$ cat src/wdu_params.svh
// constants for the watchdog downcounter with unlocked reload
// assumes one 40 MHz system clock; the rc oscillator is modelled as an enable pulse
`ifndef WDU_PARAMS_SVH
`define WDU_PARAMS_SVH

`define WDU_CLK_HZ        40000000
`define WDU_RC_HZ         50000
`define WDU_RC_DIV        (`WDU_CLK_HZ / `WDU_RC_HZ)
`define WDU_DIV_W         10
`define WDU_CNT_W         24
`define WDU_RELOAD_RST    24'hffffff
`define WDU_CNT_MAX       24'hffffff
`define WDU_CNT_NOREFRESH 24'h000002
`define WDU_CNT_ONE       24'h000001
`define WDU_CNT_ZERO      24'h000000
`define WDU_MIN_RELOAD    24'h000004
`define WDU_MS_DIVISOR    50
`define WDU_UNLOCK_1      8'h55
`define WDU_UNLOCK_2      8'haa
`define WDU_ADDR_CTL      12'hff0
`define WDU_ADDR_U        12'hff1
`define WDU_ADDR_H        12'hff2
`define WDU_ADDR_L        12'hff3
`define WDU_FLAG_POR      7
`define WDU_FLAG_STOP     6
`define WDU_FLAG_TO       5
`define WDU_FLAG_EXT      4

`endif

$ cat src/wdu_pkg.sv
// types for the watchdog downcounter with unlocked reload
// assumes wdu_params.svh supplies the widths
`include "wdu_params.svh"
package wdu_pkg;
  typedef enum logic [2:0] {
    WDU_LOCKED,
    WDU_GOT_55,
    WDU_OPEN_U,
    WDU_OPEN_H,
    WDU_OPEN_L
  } wdu_lock_t;

  typedef struct packed {
    logic        wr;
    logic        rd;
    logic [11:0] addr;
    logic [7:0]  wdata;
  } wdu_reg_req_t;

  typedef struct packed {
    logic timeout_flag;
    logic stop_flag;
  } wdu_flags_t;
endpackage : wdu_pkg

$ cat src/wdu_top.sv
// watchdog downcounter, reload unlock sequence and reset/stop status flags
// assumes cpu register strobes synchronous to clk_sys_i, one access per cycle;
// the rc oscillator is replaced by a divided enable pulse, so one clock only
`timescale 1ns/10ps
`include "wdu_params.svh"

// What this block does
// RULE1: counter steps only on the rc-rate tick, nominally 50 kHz
// RULE2: enabled by refresh or always-on option; no way back to off
// RULE3: 24-bit down-counter, reload is upper, high, low bytes
// RULE4: on first enable the counter loads the reload value
// RULE5: a refresh while count is above 000002H reloads the counter and counting resumes
// RULE6: refresh ignored once count has reached 000002H
// RULE7: software must keep reload at or above 000004H
// RULE8: time-out at zero; response option picks interrupt or short reset
// RULE9: interrupt response, not stopped: irq and time-out flag
// RULE10: after interrupt time-out counter wraps to all ones
// RULE11: interrupt response in stop: recovery, irq, both flags
// RULE12: reset response, not stopped: short reset and time-out flag
// RULE13: reset response in stop: recovery instead, both flags set
// RULE14: debug mode keeps refreshing so no time-out occurs
// RULE15: reload locked until 55H then AAH to control; control unchanged
// RULE16: software writes upper, high, low bytes in that order
// RULE17: any other write mid-sequence relocks the state machine
// RULE18: nominal period in ms is reload divided by 50
// RULE19: reading control clears its upper four flags
// RULE20: reload byte reads give live count; writes set reload
// RULE21: after low byte write the sequence returns to locked
module wdu_top (
  input  wire logic                 clk_sys_i,
  input  wire logic                 rst_i,
  input  wire logic                 reg_wr_i,
  input  wire logic                 reg_rd_i,
  input  wire logic [11:0]          reg_addr_i,
  input  wire logic [7:0]           reg_wdata_i,
  input  wire logic                 refresh_i,
  input  wire logic                 always_on_option_i,
  input  wire logic                 timeout_response_option_i,
  input  wire logic                 stop_mode_i,
  input  wire logic                 debug_mode_i,
  input  wire logic                 por_event_i,
  input  wire logic                 ext_reset_event_i,
  input  wire logic                 pin_recovery_i,
  output logic [7:0]                reg_rdata_o,
  output logic                      irq_o,
  output logic                      short_reset_o,
  output logic                      stop_recovery_o,
  output logic                      enabled_o,
  output logic [`WDU_CNT_W-1:0]     count_o
);
  // ------------------------------------------------------------
  // request decode
  // ------------------------------------------------------------
  wdu_pkg::wdu_reg_req_t req;
  assign req = '{wr: reg_wr_i, rd: reg_rd_i, addr: reg_addr_i, wdata: reg_wdata_i};

  wire hit_ctl = (req.addr == `WDU_ADDR_CTL);
  wire hit_u   = (req.addr == `WDU_ADDR_U);
  wire hit_h   = (req.addr == `WDU_ADDR_H);
  wire hit_l   = (req.addr == `WDU_ADDR_L);

  wire rc_tick;
  wdu_rc_tick u_tick (
    .clk_sys_i (clk_sys_i),
    .rst_i     (rst_i),
    .tick_o    (rc_tick)
  );

  // ------------------------------------------------------------
  // unlock state machine
  // ------------------------------------------------------------
  wdu_pkg::wdu_lock_t lock_q;
  wdu_pkg::wdu_lock_t lock_d;

  always_comb begin
    lock_d = lock_q;
    if (req.wr) begin
      case (lock_q)
        wdu_pkg::WDU_LOCKED: lock_d = (hit_ctl && req.wdata == `WDU_UNLOCK_1) ?
                                      wdu_pkg::WDU_GOT_55 : wdu_pkg::WDU_LOCKED; // RULE15
        wdu_pkg::WDU_GOT_55: lock_d = (hit_ctl && req.wdata == `WDU_UNLOCK_2) ?
                                      wdu_pkg::WDU_OPEN_U : wdu_pkg::WDU_LOCKED; // RULE15 RULE17
        wdu_pkg::WDU_OPEN_U: lock_d = hit_u ? wdu_pkg::WDU_OPEN_H : wdu_pkg::WDU_LOCKED; // RULE17
        wdu_pkg::WDU_OPEN_H: lock_d = hit_h ? wdu_pkg::WDU_OPEN_L : wdu_pkg::WDU_LOCKED; // RULE17
        wdu_pkg::WDU_OPEN_L: lock_d = wdu_pkg::WDU_LOCKED; // RULE21
        default:             lock_d = wdu_pkg::WDU_LOCKED;
      endcase
    end
  end

  wire wr_u = req.wr && hit_u && (lock_q == wdu_pkg::WDU_OPEN_U);
  wire wr_h = req.wr && hit_h && (lock_q == wdu_pkg::WDU_OPEN_H);
  wire wr_l = req.wr && hit_l && (lock_q == wdu_pkg::WDU_OPEN_L);

  // ------------------------------------------------------------
  // reload value
  // ------------------------------------------------------------
  logic [7:0] rel_u_q;
  logic [7:0] rel_h_q;
  logic [7:0] rel_l_q;
  // reload below the minimum is the caller's fault and is not checked here
  wire [`WDU_CNT_W-1:0] reload_val = {rel_u_q, rel_h_q, rel_l_q}; // RULE3 RULE7

  // ------------------------------------------------------------
  // counter
  // ------------------------------------------------------------
  wire start       = !enabled_o && (refresh_i || always_on_option_i);           // RULE2
  wire refresh_ok  = enabled_o && (refresh_i || debug_mode_i) &&
                     (count_o > `WDU_CNT_NOREFRESH);                             // RULE5 RULE6 RULE14
  wire timeout     = enabled_o && !refresh_ok && rc_tick &&
                     (count_o == `WDU_CNT_ONE) && !debug_mode_i;                  // RULE8
  wire to_int      = timeout && !timeout_response_option_i;
  wire to_rst      = timeout && timeout_response_option_i;

  wire cnt_load    = start || refresh_ok;                                        // RULE4 RULE5
  wire cnt_step    = enabled_o && rc_tick;                                       // RULE1

  logic [`WDU_CNT_W-1:0] cnt_d;
  // period in ms = reload / 50 because the tick runs at the nominal rc rate
  assign cnt_d = cnt_load ? reload_val :                                        // RULE4 RULE5 RULE18
                 timeout  ? `WDU_CNT_MAX :                                      // RULE10
                 cnt_step ? count_o - `WDU_CNT_ONE :                            // RULE1
                 count_o;

  // ------------------------------------------------------------
  // status flags, set wins over read clear
  // ------------------------------------------------------------
  wire rd_ctl      = req.rd && hit_ctl;
  wire stop_to     = timeout && stop_mode_i;
  logic por_q;
  logic stop_q;
  logic to_q;
  logic ext_q;
  wdu_pkg::wdu_flags_t flag_set;
  assign flag_set = '{timeout_flag: timeout, stop_flag: stop_to};               // RULE9 RULE11 RULE12 RULE13

  wire por_d  = por_event_i ? 1'b1 :
                (timeout || pin_recovery_i || rd_ctl) ? 1'b0 : por_q;           // RULE19
  wire stop_d = (flag_set.stop_flag || pin_recovery_i) ? 1'b1 :
                (por_event_i || (timeout && !stop_mode_i) || rd_ctl) ? 1'b0 : stop_q; // RULE19
  wire to_d   = flag_set.timeout_flag ? 1'b1 :
                (por_event_i || pin_recovery_i || rd_ctl) ? 1'b0 : to_q;        // RULE19
  wire ext_d  = ext_reset_event_i ? 1'b1 :
                (por_event_i || pin_recovery_i || rd_ctl) ? 1'b0 : ext_q;       // RULE19

  // fixed field positions; reserved low nibble always reads zero
  logic [7:0] ctl_view;
  always_comb begin
    ctl_view                 = 8'h00;
    ctl_view[`WDU_FLAG_POR]  = por_q;
    ctl_view[`WDU_FLAG_STOP] = stop_q;
    ctl_view[`WDU_FLAG_TO]   = to_q;
    ctl_view[`WDU_FLAG_EXT]  = ext_q;
  end

  // ------------------------------------------------------------
  // read data select
  // ------------------------------------------------------------
  // byte reads show the live count, not the stored reload
  wire rd_u = req.rd && hit_u;
  wire rd_h = req.rd && hit_h;
  wire rd_l = req.rd && hit_l;

  wire [7:0] rdata_d = rd_ctl ? ctl_view :
                       rd_u   ? count_o[23:16] :                                // RULE20
                       rd_h   ? count_o[15:8] :                                 // RULE20
                       rd_l   ? count_o[7:0] :                                  // RULE20
                       8'h00;

  // ------------------------------------------------------------
  // next values
  // ------------------------------------------------------------
  wire [7:0] rel_u_d   = wr_u ? req.wdata : rel_u_q;                           // RULE20
  wire [7:0] rel_h_d   = wr_h ? req.wdata : rel_h_q;                           // RULE20
  wire [7:0] rel_l_d   = wr_l ? req.wdata : rel_l_q;                           // RULE20
  wire       enabled_d = enabled_o || start;                                   // RULE2
  // short reset only outside stop; in stop both responses give recovery, and the interrupt response still raises irq
  wire       irq_d     = to_int;                                               // RULE9 RULE11
  wire       srst_d    = to_rst && !stop_mode_i;                               // RULE12
  wire       rec_d     = stop_to;                                              // RULE11 RULE13

  // ------------------------------------------------------------
  // lock and reload registers
  // ------------------------------------------------------------
  // a low-byte write always relocks, so every reload change needs a fresh unlock
  always_ff @(posedge clk_sys_i) begin
    if (rst_i) begin
      lock_q <= wdu_pkg::WDU_LOCKED;
    end else begin
      lock_q <= lock_d;
    end
  end

  always_ff @(posedge clk_sys_i) begin
    if (rst_i) begin
      rel_u_q <= 8'(`WDU_RELOAD_RST >> 16);
    end else begin
      rel_u_q <= rel_u_d;
    end
  end

  always_ff @(posedge clk_sys_i) begin
    if (rst_i) begin
      rel_h_q <= 8'(`WDU_RELOAD_RST >> 8);
    end else begin
      rel_h_q <= rel_h_d;
    end
  end

  always_ff @(posedge clk_sys_i) begin
    if (rst_i) begin
      rel_l_q <= 8'(`WDU_RELOAD_RST);
    end else begin
      rel_l_q <= rel_l_d;
    end
  end

  // ------------------------------------------------------------
  // counter registers
  // ------------------------------------------------------------
  // enable has no clear path other than chip reset
  always_ff @(posedge clk_sys_i) begin
    if (rst_i) begin
      enabled_o <= 1'b0;
    end else begin
      enabled_o <= enabled_d;
    end
  end

  always_ff @(posedge clk_sys_i) begin
    if (rst_i) begin
      count_o <= `WDU_RELOAD_RST;
    end else begin
      count_o <= cnt_d;
    end
  end

  // ------------------------------------------------------------
  // status flag registers
  // ------------------------------------------------------------
  // set terms win over a same-cycle read clear, so no event is lost
  always_ff @(posedge clk_sys_i) begin
    if (rst_i) begin
      por_q <= 1'b1;
    end else begin
      por_q <= por_d;
    end
  end

  always_ff @(posedge clk_sys_i) begin
    if (rst_i) begin
      stop_q <= 1'b0;
    end else begin
      stop_q <= stop_d;
    end
  end

  always_ff @(posedge clk_sys_i) begin
    if (rst_i) begin
      to_q <= 1'b0;
    end else begin
      to_q <= to_d;
    end
  end

  always_ff @(posedge clk_sys_i) begin
    if (rst_i) begin
      ext_q <= 1'b0;
    end else begin
      ext_q <= ext_d;
    end
  end

  // ------------------------------------------------------------
  // event outputs and read data
  // ------------------------------------------------------------
  always_ff @(posedge clk_sys_i) begin
    if (rst_i) begin
      irq_o <= 1'b0;
    end else begin
      irq_o <= irq_d;
    end
  end

  always_ff @(posedge clk_sys_i) begin
    if (rst_i) begin
      short_reset_o <= 1'b0;
    end else begin
      short_reset_o <= srst_d;
    end
  end

  always_ff @(posedge clk_sys_i) begin
    if (rst_i) begin
      stop_recovery_o <= 1'b0;
    end else begin
      stop_recovery_o <= rec_d;
    end
  end

  always_ff @(posedge clk_sys_i) begin
    if (rst_i) begin
      reg_rdata_o <= 8'h00;
    end else begin
      reg_rdata_o <= rdata_d;
    end
  end
endmodule : wdu_top

$ cat src/wdu_rc_tick.sv
// divider making the watchdog rc-rate enable pulse
// assumes a free running system clock; one-cycle pulse per rc period
`timescale 1ns/10ps
`include "wdu_params.svh"
module wdu_rc_tick (
  input  wire logic clk_sys_i,
  input  wire logic rst_i,
  output logic      tick_o
);
  logic [`WDU_DIV_W-1:0] div_q;
  logic [`WDU_DIV_W-1:0] div_d;
  wire                   wrap = (div_q == `WDU_DIV_W'(`WDU_RC_DIV - 1));

  assign div_d = wrap ? '0 : div_q + `WDU_DIV_W'(1);

  always_ff @(posedge clk_sys_i) begin
    if (rst_i) begin
      div_q  <= '0;
      tick_o <= 1'b0;
    end else begin
      div_q  <= div_d;
      tick_o <= wrap;
    end
  end
endmodule : wdu_rc_tick

$ cat config.mk
export PLATFORM = sky130hd
export DESIGN_NAME = wdu_top
export DESIGN_NICKNAME = d
export VERILOG_FILES = /design/src/wdu_pkg.sv /design/src/wdu_top.sv /design/src/wdu_rc_tick.sv
export VERILOG_INCLUDE_DIRS = /design/src /design/src/src
export SDC_FILE = /design/constraint.sdc
export NUM_CORES = 1
export LEC_CHECK = 0
export ABC_AREA = 1
export ABC_CLOCK_PERIOD_IN_PS = 3380
export BUFFER_PORTS_ARGS = -buffer_cell sky130_fd_sc_hd__buf_2
export CORE_MARGIN = 10
export CORE_UTILIZATION = 55
export DETAILED_ROUTE_END_ITERATION = 10
export PLACE_DENSITY = 0.76
export SETUP_SLACK_MARGIN = 0.2
export SYNTH_ARGS = -nofsm -noshare
export SYNTH_HDL_FRONTEND = slang
export SYNTH_HIERARCHICAL = 1
export SYNTH_SLANG_ARGS = --single-unit
$ cat constraint.sdc
create_clock -name clk_sys_i -period 3.38 [get_ports clk_sys_i]
set_clock_uncertainty 0.1 [all_clocks]
set_input_delay 0 -clock clk_sys_i [delete_from_list [all_inputs] [get_ports clk_sys_i]]
set_output_delay 0 -clock clk_sys_i [all_outputs]
set_load 0.02 [all_outputs]
==> flow_summary.yaml <==
status:
  run_status: "finished clean"
synth:
  post_synth_edffs: 0
  most_used_flip_flop_cell_after_synthesis: "sky130_fd_sc_hd__dfxtp_1"
  syn_warnings: 6
  synth.most_common_cell: "sky130_fd_sc_hd__nand2_1"
  postSynthAreaPerCell_um2: 6.63
  yosys-top-cells-area: "sky130_fd_sc_hd__dfxtp_1, sky130_fd_sc_hd__nand2_1, sky130_fd_sc_hd__nor2_1, sky130_fd_sc_hd__inv_1, sky130_fd_sc_hd__nand3_1"
  mappedNetlistArea_mm2: 0.00451
  postSynthNetCount: 716
  async_flop_share: 0
  synth.yosys.seq_area_share: 0.346
  yosysTopAreaCell: "sky130_fd_sc_hd__dfxtp_1"
  synth_top_cell_area_share: 0.346
  netlist_instances: 680
  post_synthesis_register_bit_count: 78
  netlist_top_cells_count: "sky130_fd_sc_hd__nand2_1, sky130_fd_sc_hd__nor2_1, sky130_fd_sc_hd__inv_1"
  netlist-cell-type-count: 34
cells_and_area:
  num-fill-cells: 761
  post-route-util: 0.667
  nNetsFinal: 796
  multi_input_comb_area_mm2: 0.00247
  area_growth_pct: 16.2
  antennaDiodeCount: 0
  post_route_cells_drive_above_1_share: 0.175
  final-seq-area_mm2: 0.00156
floorplanning:
  die_width_um: 111
  io_pins: 68
  die_area_mm2: 0.0122
  dieHeight_um: 111
  placementRows: 32
  core-area_mm2: 0.00785
  start_util: 0.574
grt:
  pin_count_of_the_biggest_net_entering_global_routing: 47
  first_global_vias: 4253
  globalRouteOverflowTotal: 0
  globalRouteTotalUtil: 0.195
  grt_pass1_wl_mm: 20.4
  grt_antenna_before_repair: 0
route:
  wl_per_cell_um: 14.3
  drt-initial-drc-count: 320
  post_drt_via_cell_ratio: 5.37
  route.vias.total: 4647
  drtAntennaViolNets: 0
  drc: 0
  drtPass1Iterations: 6
  totalWireLength_mm: 12.4
clock_network:
  cts.root.buffer_cell: "sky130_fd_sc_hd__clkbuf_8"
  tritoncts: "yes"
  cts.repair.resized: 0
  cts.repair_timing.setup_buffer_count: 0
  clkLatencyLatePin_ns: 0.36
  h_tree_depth_reported_by_cts: 3
  numClockSinks: 78
  cts_inserted_buffers: 9
  hold_buffers: 20
  clk_path_buf_depth: 2
  clk_pin_slew_ns: 0.09
timing:
  peak_freq_mhz: 422
  slew_violations: 0
  period_minus_slack_ns: 2.37
  rsz0062_at_grt: "false"
  report.final.setup_viol: 0
  finalHoldViolCount: 0
  timing_worst_slew_pin_value_ns: 0.942
  worst_hold_slack_ns: 0.0472
  maxSlewHeadroom: 0.371
  layout_worst_path_cycle_share: 0.701
  postLayoutSetupSlackWorst_ns: 1.01
  tns_ns: 0
place:
  pre_cts_slack_ns: 1.03
  gpl_wtd_cong: 0.930
  detailedPlacementHpwl_mm: 9.33
  numPortBuffers: 67
critical_path:
  critPathArrivalTime_ns: 2.52
  critPathCaptureType: "register"
  timing.critical_path.fanout_max: 46
  worstSetupPathType: "reg -> reg"
  cp.required_ns: 3.53
  critical_path.startpoint_type: "register"
power_and_ir_drop:
  power.density_cell_area_mw_per_mm2: 366
  irDropWorstVdd_mv: 0.185
  total_leakage_power_nw: 2.67
worst_hold_path:
  hp-class: "in -> reg"
flow_run:
  drv_cap: 0
kinds of logic after synthesis:
kind of cell	after synthesis	share of synthesized area
AO/OA/AOI/OAI	56	0.0849
AND/OR/NAND/NOR	411	0.421
flip-flops	78	0.346
XOR/XNOR	16	0.0311
adder cells (fa/ha/maj)	4	0.0111
buffers and inverters	115	0.105
power by group:
part           switching [mW]  total [mW]  internal, mW
Sequential             0.0419       0.990         0.948
Combinational           0.200       0.312         0.112
Clock                   0.353       0.617         0.264
sequential cells by signal, summed over array words and instances (netlist names), 3 cells and up:
| register | cells |
|---|---|
| count_o | 24 |
| lock_q | 3 |
| reg_rdata_o | 8 |
| rel_h_q | 8 |
| rel_l_q | 8 |
| rel_u_q | 8 |
| u_tick/div_q | 10 |
worst paths after layout:
kind	depth (start not counted)	startpoint	slack [ns]	end
max	8	count_o[18]$_SDFFE_PP1P_	1.01	count_o[23]$_SDFFE_PP1P_
min	8	reg_addr_i[2]	0.05	lock_q[1]$_SDFFE_PP0P_
max reg2reg	8	count_o[18]$_SDFFE_PP1P_	1.01	count_o[23]$_SDFFE_PP1P_
min reg2reg	1	u_tick/div_q[0]$_SDFF_PP0_	0.37	u_tick/div_q[0]$_SDFF_PP0_
per-stage QoR:
step / instance area [um^2] / power [mW] / instances
2_1_floorplan: 4510 / 1.21 / 680
3_3_place_gp: 4870 / 1.30 / 831
3_5_place_dp: 4870 / 1.30 / 831
4_1_cts: 5240 / 1.93 / 866
5_1_grt: 5240 / 2.01 / 866
6_report: 5240 / 1.92 / 866
worst max-delay path, stage by stage (launching register included):
cell,delay (ns)
sky130_fd_sc_hd__dfxtp_1,0.39
sky130_fd_sc_hd__nor2_2,0.15
sky130_fd_sc_hd__nand2_1,0.09
sky130_fd_sc_hd__nor2_2,0.24
sky130_fd_sc_hd__nand3_4,0.12
sky130_fd_sc_hd__nand2_4,0.13
sky130_fd_sc_hd__nand4_4,0.61
sky130_fd_sc_hd__nand3_1,0.32
sky130_fd_sc_hd__nand2_1,0.08
area by class of cell:
cell class	instances	area share
Multi-Input combinational cell	487	0.472
Tap cell	102	0.0244
Clock inverter	5	0.00693
Timing Repair Buffer	90	0.107
Sequential cell	78	0.298
Clock buffer	10	0.0244
Inverter	94	0.0674
cell usage in the layout (no fill, tap or decap), types with 13 or more instances in the layout:
| master | Yosys | layout |
|---|---|---|
| sky130_fd_sc_hd__nand2_1 | 169 | 169 |
| sky130_fd_sc_hd__nor2_1 | 96 | 96 |
| sky130_fd_sc_hd__inv_1 | 93 | 93 |
| sky130_fd_sc_hd__dfxtp_1 | 78 | 78 |
| sky130_fd_sc_hd__buf_2 | 7 | 67 |
| sky130_fd_sc_hd__nand3_1 | 66 | 66 |
| sky130_fd_sc_hd__nor2_2 | 29 | 29 |
| sky130_fd_sc_hd__o211ai_1 | 25 | 25 |
| sky130_fd_sc_hd__nand4_1 | 22 | 22 |
| sky130_fd_sc_hd__dlygate4sd3_1 | 0 | 20 |
| sky130_fd_sc_hd__o21ai_0 | 16 | 16 |
| sky130_fd_sc_hd__xor2_1 | 13 | 13 |
per-layer routing:
layer	track usage	wire, um
met3	0.0448	1090
met4	0.0786	251
met2	0.315	5770
met1	0.244	5290
met5	0	0
(Power assumes the default switching activity.)
